## src/verilog/sbg_pkg.sv

```systemverilog
// package for the serial bit clock and baud generator block
// assumes a single 100 MHz clock with synchronous active-high reset
package sbg_pkg;

	// register bus widths
	localparam int unsigned ADDR_W = 3;
	localparam int unsigned DATA_W = 8;
	localparam int unsigned DIV_W  = 16;

	// register offsets
	localparam logic [2:0] REG_DIV_LO  = 3'h0; // divisor low byte, write resets, enables only after a high byte write
	localparam logic [2:0] REG_DIV_HI  = 3'h1; // divisor high byte, write resets
	localparam logic [2:0] REG_CLK_CFG = 3'h2; // clock_config_reg
	localparam logic [2:0] REG_SYNC_IN = 3'h3; // sync_input_control_reg
	localparam logic [2:0] REG_STATUS  = 3'h4; // read-only status

	// clock_config_reg field positions
	localparam int unsigned CCR_CD_BIT  = 0; // clock_divide_select
	localparam int unsigned CCR_XRX_BIT = 1; // ext_rx_clock_enable
	localparam int unsigned CCR_SLA_BIT = 2; // tx_clock_pin_select_a
	localparam int unsigned CCR_SLB_BIT = 3; // tx_clock_pin_select_b
	localparam int unsigned CCR_W       = 4;

	// sync_input_control_reg field positions
	localparam int unsigned SIC_SYNC_MODE_ENABLE_BIT = 0; // sync_mode_enable
	localparam int unsigned SIC_POL_BIT  = 1; // carrier active level
	localparam int unsigned SIC_W        = 2;

	// status field positions
	localparam int unsigned STS_RUN_BIT = 0;
	localparam int unsigned STS_LVL_BIT = 1;
	localparam int unsigned STS_CAR_BIT = 2;
	localparam int unsigned STS_EXP_BIT = 3;
	localparam int unsigned STS_STP_BIT = 4;

	// reset values
	localparam logic [15:0] DIV_RST = 16'h0000;
	localparam logic [3:0]  CCR_RST = 4'h0;
	localparam logic [1:0]  SIC_RST = 2'h0;

	// divider limits and prescaler
	localparam logic [15:0] DIV_MIN      = 16'h0002;
	localparam logic [3:0]  PRESCALE_TOP = 4'hf; // divide by 16

	// reference rates of the bit clock section
	localparam int unsigned INTERNAL_CLOCK_REF_KHZ      = 24000;
	localparam int unsigned MAX_UNDIV_KBAUD     = 3000;
	localparam int unsigned MAX_DIV16_KBAUD     = 750;
	localparam int unsigned MAX_DIV16_EXT_KBAUD = 375;
	localparam int unsigned CLK_KHZ             = 100000;

	// synchroniser lanes
	localparam int unsigned SYNC_W     = 4;
	localparam int unsigned SYNC_SIN   = 0;
	localparam int unsigned SYNC_EXT_RECEIVE_CLOCK_IN = 1;
	localparam int unsigned SYNC_EXT_TRANSMIT_CLOCK_IN = 2;
	localparam int unsigned SYNC_DCD   = 3;

	// transmit clock pin uses, {select_b, select_a}
	localparam logic [1:0] PIN_TX_IN   = 2'b00; // transmit clock input
	localparam logic [1:0] PIN_BAUD    = 2'b01; // baud generator output
	localparam logic [1:0] PIN_SCLK    = 2'b10; // serial clock output
	localparam logic [1:0] PIN_SCLK_EX = 2'b11; // serial clock, expansion mode

	// initialisation sequencer
	typedef enum logic [3:0] {
		ST_OFF   = 4'b0001,
		ST_HI_WR = 4'b0010,
		ST_LO_WR = 4'b0100,
		ST_RUN   = 4'b1000
	} sbg_init_t;

	// register bus request
	typedef struct packed {
		logic [2:0] addr;
		logic [7:0] wdata;
		logic       wr;
		logic       rd;
	} sbg_bus_req_t;

	// clock_config_reg
	typedef struct packed {
		logic tx_clock_pin_select_b;
		logic tx_clock_pin_select_a;
		logic ext_rx_clock_enable;
		logic clock_divide_select;
	} sbg_ccr_t;

	// sync_input_control_reg
	typedef struct packed {
		logic carrier_polarity;
		logic sync_mode_enable;
	} sbg_sync_input_control_reg_t;

	// main block state
	typedef struct packed {
		sbg_init_t   init;
		logic [15:0] divisor;
		sbg_ccr_t    clock_config_reg;
		sbg_sync_input_control_reg_t   sync_input_control_reg;
		logic [7:0]  rdata;
		logic [3:0]  rx_pre;
		logic [3:0]  tx_pre;
		logic        rx_clk_prev;
		logic        tx_clk_prev;
		logic        rx_bit_tick;
		logic        tx_bit_tick;
		logic        rx_data;
		logic        tx_pin_out;
		logic        tx_pin_oe;
		logic        txrx_enable;
		logic        txrx_reset;
		logic        serial_expansion;
		logic        carrier_active;
	} sbg_main_t;

	// divider state
	typedef struct packed {
		logic [15:0] cnt;
		logic        level;
		logic        rise;
	} sbg_div_t;

	// synchroniser state
	typedef struct packed {
		logic [3:0] meta;
		logic [3:0] stable;
	} sbg_sync_t;

endpackage

```

## src/verilog/sbg_sync.sv

```systemverilog
// two-flop synchroniser for the serial pins
// assumes asynchronous pin levels; first stage feeds only the second
`timescale 1ns/1ns
module sbg_sync (
	input  wire logic                   clk,
	input  wire logic                   srst,
	input  wire logic [sbg_pkg::SYNC_W-1:0] pins,
	output logic      [sbg_pkg::SYNC_W-1:0] pins_sync
);
	import sbg_pkg::*;

	sbg_sync_t st_q; // both stages
	sbg_sync_t st_d; // next stages

	// shift pins through two stages
	always_comb begin
		st_d        = st_q;
		st_d.meta   = pins;
		st_d.stable = st_q.meta;
	end

	// register the stages
	always_ff @(posedge clk) begin
		if (srst) begin
			st_q <= '0;
		end else begin
			st_q <= st_d;
		end
	end

	assign pins_sync = st_q.stable;

endmodule

```

## src/verilog/sbg_divider.sv

```systemverilog
// programmable divide-by-n counter with a clock-level output
// assumes in_tick is a one-cycle enable at the input clock rate
`timescale 1ns/1ns
module sbg_divider #(
	parameter int unsigned DIV_W = sbg_pkg::DIV_W
) (
	input  wire logic             clk,
	input  wire logic             srst,
	input  wire logic             run,
	input  wire logic             in_tick,
	input  wire logic [DIV_W-1:0] divisor,
	output logic                  level,
	output logic                  rise
);
	import sbg_pkg::*;

	// the state struct is sized for the documented width
	if (DIV_W != 16) begin : g_width_check
		$error("sbg_divider supports only a 16-bit divisor");
	end

	sbg_div_t    st_q;     // counter, level and rise
	sbg_div_t    st_d;     // next state
	logic        valid;    // divisor may run
	logic [15:0] reload;   // divisor minus one
	logic [15:0] half_lo;  // ticks spent low per period

	// count down, reload at zero, level high in upper part
	always_comb begin
		st_d    = st_q;
		st_d.rise = 1'b0;
		valid   = (divisor >= DIV_MIN);
		reload  = divisor - 16'h0001;
		half_lo = {1'b0, divisor[15:1]};
		if (!run || !valid) begin
			// stopped: preload so the first count is exact
			st_d.cnt   = reload;
			st_d.level = 1'b0;
		end else if (in_tick) begin
			if (st_q.cnt == 16'h0000) begin
				st_d.cnt  = reload;
				st_d.rise = 1'b1;
			end else begin
				st_d.cnt = st_q.cnt - 16'h0001;
			end
			// output period is divisor input ticks
			st_d.level = (st_d.cnt >= half_lo);
		end
	end

	// register the counter
	always_ff @(posedge clk) begin
		if (srst) begin
			st_q <= '0;
		end else begin
			st_q <= st_d;
		end
	end

	assign level = st_q.level;
	assign rise  = st_q.rise;
endmodule

```

## src/verilog/sbg_core.sv

```systemverilog
// bit clock and baud generator of the serial interface
// assumes a plain register port from software and asynchronous serial pins
`timescale 1ns/1ns
// Operation
// - divide by sixteen unless divide select set
// - internal clock reaches undivided and /16 maxima
// - external clock reaches lower /16 maximum
// - two select bits set transmit clock pin use
// - receive clock pin used only when enabled
// - sixteen-bit divider, divisors two to 65535
// - divisor loaded at once on initialisation; first period still counts the divisor from before the last byte write
// - output frequency is input over divisor
// - divisor zero or one stops the divider
// - generator output has even duty cycle for even divisors, high one tick longer for odd
// - internal clock may feed the generator
// - divisor byte write disables and resets all
// - second byte write restarts generator and paths
// - received data and clock synchronised internally
// - data input pin feeds the receiver
// - enabled receive clock pin drives generator
// - carrier gates receive clock in sync mode
// - sync mode enable bit picks sync mode
// - select eleven without sync means expansion mode
module sbg_core (
	input  wire logic                  clk,
	input  wire logic                  srst,
	input  wire sbg_pkg::sbg_bus_req_t bus_req,
	output logic [7:0]                 bus_rdata,
	input  wire logic                  serial_data_input,
	input  wire logic                  ext_receive_clock_in,
	input  wire logic                  ext_transmit_clock_in,
	input  wire logic                  carrier_detect_gate,
	output logic                       tx_clock_pin_out,
	output logic                       tx_clock_pin_oe,
	output logic                       rx_bit_tick,
	output logic                       tx_bit_tick,
	output logic                       rx_data,
	output logic                       txrx_enable,
	output logic                       txrx_reset,
	output logic                       serial_expansion
);
	import sbg_pkg::*;

	sbg_main_t          st_q;        // all block state
	sbg_main_t          st_d;        // next block state
	logic [SYNC_W-1:0]  pin_s;       // synchronised pin levels
	logic               div_level;   // generator output level
	logic               div_rise;    // generator period pulse
	logic               div_in_tick; // generator input clock enable
	logic               div_run;     // generator allowed to count
	logic               run_now;     // block enabled after this cycle
	logic               rx_edge;     // rising edge on receive clock pin
	logic               tx_edge;     // rising edge on transmit clock pin
	logic               car_act;     // carrier at its active level
	logic               rx_gate;     // receive clock allowed through
	logic               rx_raw;      // receive clock before prescale
	logic               tx_raw;      // transmit clock before prescale
	logic [1:0]         pin_sel;     // transmit clock pin use
	logic               tx_level;    // transmit bit clock level

	// next step of the init sequencer on a divisor byte write
	function automatic sbg_init_t next_init(input sbg_init_t cur, input logic is_hi);
		sbg_init_t nxt;
		nxt = cur;
		case (cur)
			ST_HI_WR: begin
				nxt = is_hi ? ST_HI_WR : ST_RUN;
			end
			ST_LO_WR: begin
				nxt = is_hi ? ST_RUN : ST_LO_WR;
			end
			default: begin
				// off or running: any byte write disables first
				nxt = is_hi ? ST_HI_WR : ST_LO_WR;
			end
		endcase
		return nxt;
	endfunction

	// one prescaler step: divide by sixteen or pass through
	function automatic logic [4:0] prescale(input logic [3:0] cnt, input logic raw,
			input logic undiv, input logic run);
		logic [3:0] nc;
		logic       tick;
		nc   = cnt;
		tick = 1'b0;
		if (!run) begin
			nc = 4'h0;
		end else if (raw) begin
			nc   = cnt + 4'h1;
			tick = undiv | (cnt == PRESCALE_TOP);
		end
		return {tick, nc};
	endfunction

	// pins pass two flops before anything reads them
	sbg_sync u_sync (
		.clk       (clk),
		.srst      (srst),
		.pins      ({carrier_detect_gate, ext_transmit_clock_in, ext_receive_clock_in, serial_data_input}),
		.pins_sync (pin_s)
	);

	// receive clock pin feeds the generator when enabled, else internal clock
	assign rx_edge     = pin_s[SYNC_EXT_RECEIVE_CLOCK_IN] & ~st_q.rx_clk_prev;
	assign tx_edge     = pin_s[SYNC_EXT_TRANSMIT_CLOCK_IN] & ~st_q.tx_clk_prev;
	assign div_in_tick = st_q.clock_config_reg.ext_rx_clock_enable ? rx_edge : 1'b1;
	assign div_run     = (st_q.init == ST_RUN);

	// sixteen-bit divide-by-n generator
	sbg_divider #(
		.DIV_W (DIV_W)
	) u_div (
		.clk     (clk),
		.srst    (srst),
		.run     (div_run),
		.in_tick (div_in_tick),
		.divisor (st_q.divisor),
		.level   (div_level),
		.rise    (div_rise)
	);

	// register port, sequencer, clock routing and prescalers
	always_comb begin
		logic [4:0] rx_ps;
		logic [4:0] tx_ps;
		rx_ps = 5'h00;
		tx_ps = 5'h00;
		st_d             = st_q;
		st_d.rdata       = 8'h00;
		st_d.txrx_reset  = 1'b0;
		st_d.rx_clk_prev = pin_s[SYNC_EXT_RECEIVE_CLOCK_IN];
		st_d.tx_clk_prev = pin_s[SYNC_EXT_TRANSMIT_CLOCK_IN];
		st_d.rx_data     = pin_s[SYNC_SIN];
		// register writes
		if (bus_req.wr) begin
			case (bus_req.addr)
				REG_DIV_LO: begin
					st_d.divisor[7:0] = bus_req.wdata;
					st_d.txrx_reset   = 1'b1;
					st_d.init         = next_init(st_q.init, 1'b0);
				end
				REG_DIV_HI: begin
					st_d.divisor[15:8] = bus_req.wdata;
					st_d.txrx_reset    = 1'b1;
					st_d.init          = next_init(st_q.init, 1'b1);
				end
				REG_CLK_CFG: begin
					st_d.clock_config_reg = bus_req.wdata[CCR_W-1:0];
				end
				REG_SYNC_IN: begin
					st_d.sync_input_control_reg = bus_req.wdata[SIC_W-1:0];
				end
				default: begin
					// unmapped writes are ignored
				end
			endcase
		end
		// register reads, data valid in the next cycle only
		if (bus_req.rd) begin
			case (bus_req.addr)
				REG_DIV_LO:  st_d.rdata = st_q.divisor[7:0];
				REG_DIV_HI:  st_d.rdata = st_q.divisor[15:8];
				REG_CLK_CFG: st_d.rdata = {4'h0, st_q.clock_config_reg};
				REG_SYNC_IN: st_d.rdata = {6'h00, st_q.sync_input_control_reg};
				REG_STATUS: begin
					st_d.rdata[STS_RUN_BIT] = (st_q.init == ST_RUN);
					st_d.rdata[STS_LVL_BIT] = div_level;
					st_d.rdata[STS_CAR_BIT] = st_q.carrier_active;
					st_d.rdata[STS_EXP_BIT] = st_q.serial_expansion;
					st_d.rdata[STS_STP_BIT] = (st_q.divisor < DIV_MIN);
				end
				default: st_d.rdata = 8'h00;
			endcase
		end
		// paths run only while the sequencer stays in run
		run_now          = (st_d.init == ST_RUN);
		st_d.txrx_enable = run_now;
		// carrier only matters in sync mode
		car_act             = (pin_s[SYNC_DCD] == st_q.sync_input_control_reg.carrier_polarity);
		st_d.carrier_active = car_act;
		rx_gate             = !st_q.sync_input_control_reg.sync_mode_enable || car_act;
		// receive and transmit clocks before the prescaler
		pin_sel = {st_q.clock_config_reg.tx_clock_pin_select_b, st_q.clock_config_reg.tx_clock_pin_select_a};
		rx_raw  = div_rise && rx_gate;
		tx_raw  = (pin_sel == PIN_TX_IN) ? tx_edge : div_rise;
		// sixteen-times or one-times bit clocks
		rx_ps            = prescale(st_q.rx_pre, rx_raw, st_q.clock_config_reg.clock_divide_select, run_now);
		tx_ps            = prescale(st_q.tx_pre, tx_raw, st_q.clock_config_reg.clock_divide_select, run_now);
		st_d.rx_pre      = rx_ps[3:0];
		st_d.tx_pre      = tx_ps[3:0];
		st_d.rx_bit_tick = rx_ps[4];
		st_d.tx_bit_tick = tx_ps[4];
		// transmit clock pin use
		tx_level = st_q.clock_config_reg.clock_divide_select ? div_level : st_q.tx_pre[3];
		case (pin_sel)
			PIN_TX_IN: begin
				st_d.tx_pin_oe  = 1'b0;
				st_d.tx_pin_out = 1'b0;
			end
			PIN_BAUD: begin
				st_d.tx_pin_oe  = 1'b1;
				st_d.tx_pin_out = div_level;
			end
			default: begin
				st_d.tx_pin_oe  = 1'b1;
				st_d.tx_pin_out = tx_level && run_now;
			end
		endcase
		// expansion mode needs sync mode off
		st_d.serial_expansion = !st_q.sync_input_control_reg.sync_mode_enable && (pin_sel == PIN_SCLK_EX);
	end

	// register all state
	always_ff @(posedge clk) begin
		if (srst) begin
			st_q         <= '0;
			st_q.init    <= ST_OFF;
			st_q.divisor <= DIV_RST;
			st_q.clock_config_reg     <= CCR_RST;
			st_q.sync_input_control_reg    <= SIC_RST;
		end else begin
			st_q <= st_d;
		end
	end

	// outputs straight from flops
	assign bus_rdata        = st_q.rdata;
	assign tx_clock_pin_out = st_q.tx_pin_out;
	assign tx_clock_pin_oe  = st_q.tx_pin_oe;
	assign rx_bit_tick      = st_q.rx_bit_tick;
	assign tx_bit_tick      = st_q.tx_bit_tick;
	assign rx_data          = st_q.rx_data;
	assign txrx_enable      = st_q.txrx_enable;
	assign txrx_reset       = st_q.txrx_reset;
	assign serial_expansion = st_q.serial_expansion;
endmodule

```

## config.mk

```make
export PLATFORM = sky130hd
export DESIGN_NAME = sbg_core
export DESIGN_NICKNAME = d
export VERILOG_FILES = /design/src/verilog/sbg_pkg.sv /design/src/verilog/sbg_sync.sv /design/src/verilog/sbg_divider.sv /design/src/verilog/sbg_core.sv
export SDC_FILE = /design/constraint.sdc
export NUM_CORES = 1
export LEC_CHECK = 0
export BUFFER_PORTS_ARGS = -buffer_cell sky130_fd_sc_hd__buf_2
export CORE_ASPECT_RATIO = 0.5
export CORE_MARGIN = 4
export CORE_UTILIZATION = 60
export DETAILED_ROUTE_END_ITERATION = 16
export PLACE_DENSITY = 0.8
export SETUP_SLACK_MARGIN = 0.02
export SLEW_MARGIN = 30
export SYNTH_ARGS = -nofsm -noshare
export SYNTH_HDL_FRONTEND = slang
export SYNTH_HIERARCHICAL = 1
export SYNTH_SLANG_ARGS = --single-unit
export TNS_END_PERCENT = 10
```

## constraint.sdc

```tcl
create_clock -name clk -period 4.1 [get_ports clk]
set_clock_uncertainty 0.05 [all_clocks]
set_input_delay 0.41 -clock clk [delete_from_list [all_inputs] [get_ports clk]]
set_output_delay 0.41 -clock clk [all_outputs]
set_load 0.01 [all_outputs]
```

==> results by group <==
Place
  – GP Congestion: 0.851
  – Dpl cells: 610
  – Dpl hpwl: 7270 µm
  – Port Buf Inserts: 34
  – Dpl ws: about 0.35 ns

Power
  – VDD IR max: 0.000306 V
  – Leak pwr: 1.85 nW
  – Overall power: 1.94 mW
  – Pwr dens: approximately 390 nW/µm²

Floorplan
  – FP Rows: 22
  – Die height: ~70 µm
  – Die X: 131 µm
  – Top Ports: 35
  – Total die area: 9060 µm²
  – CORE AREA: 7320 µm²
  – Starting Density: 61.7%

Drt
  – Vias per inst: around 6
  – DR top layer: met4
  – Routed Antenna Nets: 0
  – Routed len/inst: 16.5 µm
  – Routed wl met3: 629 µm
  – DR iter-0 viols: 490
  – DRT Wirelength: 10300 µm
  – First drt pass iteration count: 5
  – Drt drc: 0
  – Vias: between 3000 and 4000
  – Met2 WL: 4770 µm
  – M1 WL: 4770 µm

Synth
  – Mapped Nets: roughly 550
  – Register area share after synthesis: between 30% and 40%
  – Largest cells by area after synthesis: dfxtp_1 35%, ha_1 5.8%, mux2i_1 5.3%, xnor2_1 5.2%, nand2_1 4.8%
  – Netlist Area Pre-Place: between 4000 and 5000 µm²
  – Synth top area share: 35.0%
  – Largest area contributor in the netlist: dfxtp_1
  – Synthesis-stage register bit count: 79
  – Ys async rst share: 0%
  – Top cells by count, synth: 79 x dfxtp_1, 58 x nand2_1, 37 x a21oi_1, 35 x nor2_1, 27 x xnor2_1
  – Synth cell types: 69
  – Synth Flop Type: dfxtp_1
  – Avg Cell Area, Syn: 8.82 µm²
  – Post-synth EDFFs: 0
  – Synth Instances: 512
  – Most common cell in the synthesized netlist: dfxtp_1
  – YS warnings: 6

Final layout
  – Final design utilization: about two thirds
  – Layout cells sized above 1: about 15%
  – Final nets: 565
  – Non-Filler Instances: approximately 630
  – Layout area overhead: 9.23%
  – # diodes: 0

Job
  – Max-Cap Viols: 0

STA
  – Setup TNS Final: 0 ns
  – Final setup fails: 0
  – Max Slew Vio Count: 0
  – Final Worst Setup Slack: 0.243 ns
  – Endpoints failing hold: 0
  – Max Fclk: about 260 MHz
  – Relative slew slack: 48.1%
  – Min Tclk post-route: 3.86 ns
  – RSZ-0062 raised after global routing: false
  – Worst-Margin Slew: 0.771 ns
  – Final period utilization: a little over nine tenths

Min path
  – Hold Path Class: in -> reg
  – Hold worst-path end: u_sync/st_d[2]$_SDFF_PP0_
  – Hold Crit Depth: 2
  – Min-delay src: ext_transmit_clock_in

Clocking
  – Root Driver: clkbuf_16
  – Setup bufs post-CTS: 0
  – Sinks on Clock Net: 79
  – Num CTS Buffers: 9
  – Clk slew on worst S/H paths: 0.07 ns
  – CTS max path bufs: 2
  – Htree depth: 3
  – Clk Latency, worst-skew pair: 0.34 ns
  – Hold-fix buffers, CTS: 0
  – CTS tree: built
  – Post-CTS sizing: 0

Critical path
  – Crit Path Class: reg -> reg
  – Crit-path cells: or4_4, or4b_4, nor4_4, buf_4, mux2i_1, ha_1, a21o_1, a211oi_1, o211ai_1, a211oi_1, a31oi_1
  – CP delay by family, top: simple AND/OR/NAND/NOR gates
  – Worst path required time: 4.27 ns
  – CP max stage delay: 0.59 ns
  – Critical path's most frequent cell: a211oi_1
  – CP max-delay cell: or4_4
  – Reg-to-reg setup timing slack: approximately 0.24 ns
  – Buf/Inv on CP: 1
  – Worst Path Arrival: 4.02 ns
  – Crit path max fanout: 22
  – Reg2Reg Depth: 11
  – Worst setup EP type: register
  – Reg2reg start: u_div/st_q[9]$_SDFFE_PP0P_
  – Startpoint Class: register
  – RR Endpoint: u_div/level$_SDFFE_PP0P_

GRT
  – Total Routing Usage GR: between 20% and 30%
  – First-pass GRT wire length: 17700 µm
  – Largest net degree at the start of global routing: 33
  – Total global routing overflow: 0
  – Initial antenna violation count: 0
  – Vias in the first global route: 3534

Status
  – Status: finished, final reports clean
## worst reg2reg max path, delay by kind of cell (launching register included)
family / cells / cell delay, ns
multiplexers: 1 / 0.33
flip-flops: 1 / 0.36
adder cells (fa/ha/maj): 1 / 0.32
AND/OR/NAND/NOR: 3 / 1.38
buffers and inverters: 1 / 0.34
AO/OA/AOI/OAI: 5 / 0.97
## layout make-up
class                           instances  area [µm²]
Fill cell                             580        2390
Inverter                               23        86.3
Clock buffer                            9         225
Timing Repair Buffer                   39         208
Sequential cell                        79        1580
Multi-Input combinational cell        373        2620
Clock inverter                          7        87.6
Tap cell                               96         120
## state kept, by name, indices dropped and copies added (netlist names)
name              cells
serial_expansion      1
tx_clock_pin_oe       1
pin_sel               2
tx_clock_pin_out      1
u_div/level           1
u_sync/st_d           4
st_q                 35
u_div/rise            1
u_sync/pins_sync      4
txrx_enable           1
u_div/st_q           16
tx_bit_tick           1
txrx_reset            1
rx_data               1
rx_bit_tick           1
bus_rdata             8
## metal layers
layer  up-vias  track usage [%]
li1       1854                -
met1      1761             33.0
met2       129             37.4
met3        15             6.31
met4         0             6.50
met5         -                0
## how the worst max path moves through the flow
stage | cells after the start | start | end
final | 11 | u_div/st_q[9]$_SDFFE_PP0P_ | u_div/level$_SDFFE_PP0P_
after global routing | 11 | u_div/st_q[9]$_SDFFE_PP0P_ | u_div/level$_SDFFE_PP0P_
after CTS | 11 | u_div/st_q[9]$_SDFFE_PP0P_ | u_div/level$_SDFFE_PP0P_
after detailed placement | 11 | u_div/st_q[9]$_SDFFE_PP0P_ | u_div/level$_SDFFE_PP0P_
after global placement | 11 | u_div/st_q[9]$_SDFFE_PP0P_ | u_div/level$_SDFFE_PP0P_
after floorplan | 11 | u_div/st_q[9]$_SDFFE_PP0P_ | u_div/level$_SDFFE_PP0P_
## metrics by stage
step	hold WS (ns)	instance area (µm²)
floorplan	0.360	4510
global placement	0.366	4610
detailed placement	0.377	4610
CTS	0.219	4920
global route	0.217	4930
finish	0.225	4930
## layout by cell type, fill, tap and decap left out, types with 9 or more instances in the layout
cell type,n
xnor2_1,27
ha_1,21
nor3_1,17
inv_1,22
nand4_1,9
clkbuf_16,9
nor2_1,35
a21oi_1,37
nor2b_1,14
nand3_1,11
mux2i_1,24
buf_2,34
nand2_1,58
a221oi_1,10
dfxtp_1,79
nor4_1,9
## power by group
| group | total [mW] | switching (mW) | internal (mW) | leakage [nW] |
|---|---|---|---|---|
| Combinational | 0.275 | 0.156 | 0.118 | 1.05 |
| Clock | 0.832 | 0.345 | 0.486 | 0.154 |
| Sequential | 0.832 | 0.0335 | 0.798 | 0.646 |
## cells by family after synthesis
logic type | share of synthesized area [%]
AND/OR/NAND/NOR | 23.8
AO/OA/AOI/OAI | 15.4
flip-flops | 35.0
buffers and inverters | 7.01
XOR/XNOR | 6.60
multiplexers | 6.32
adder cells (fa/ha/maj) | 5.82
Note: power is estimated with default switching activity, not from simulation.
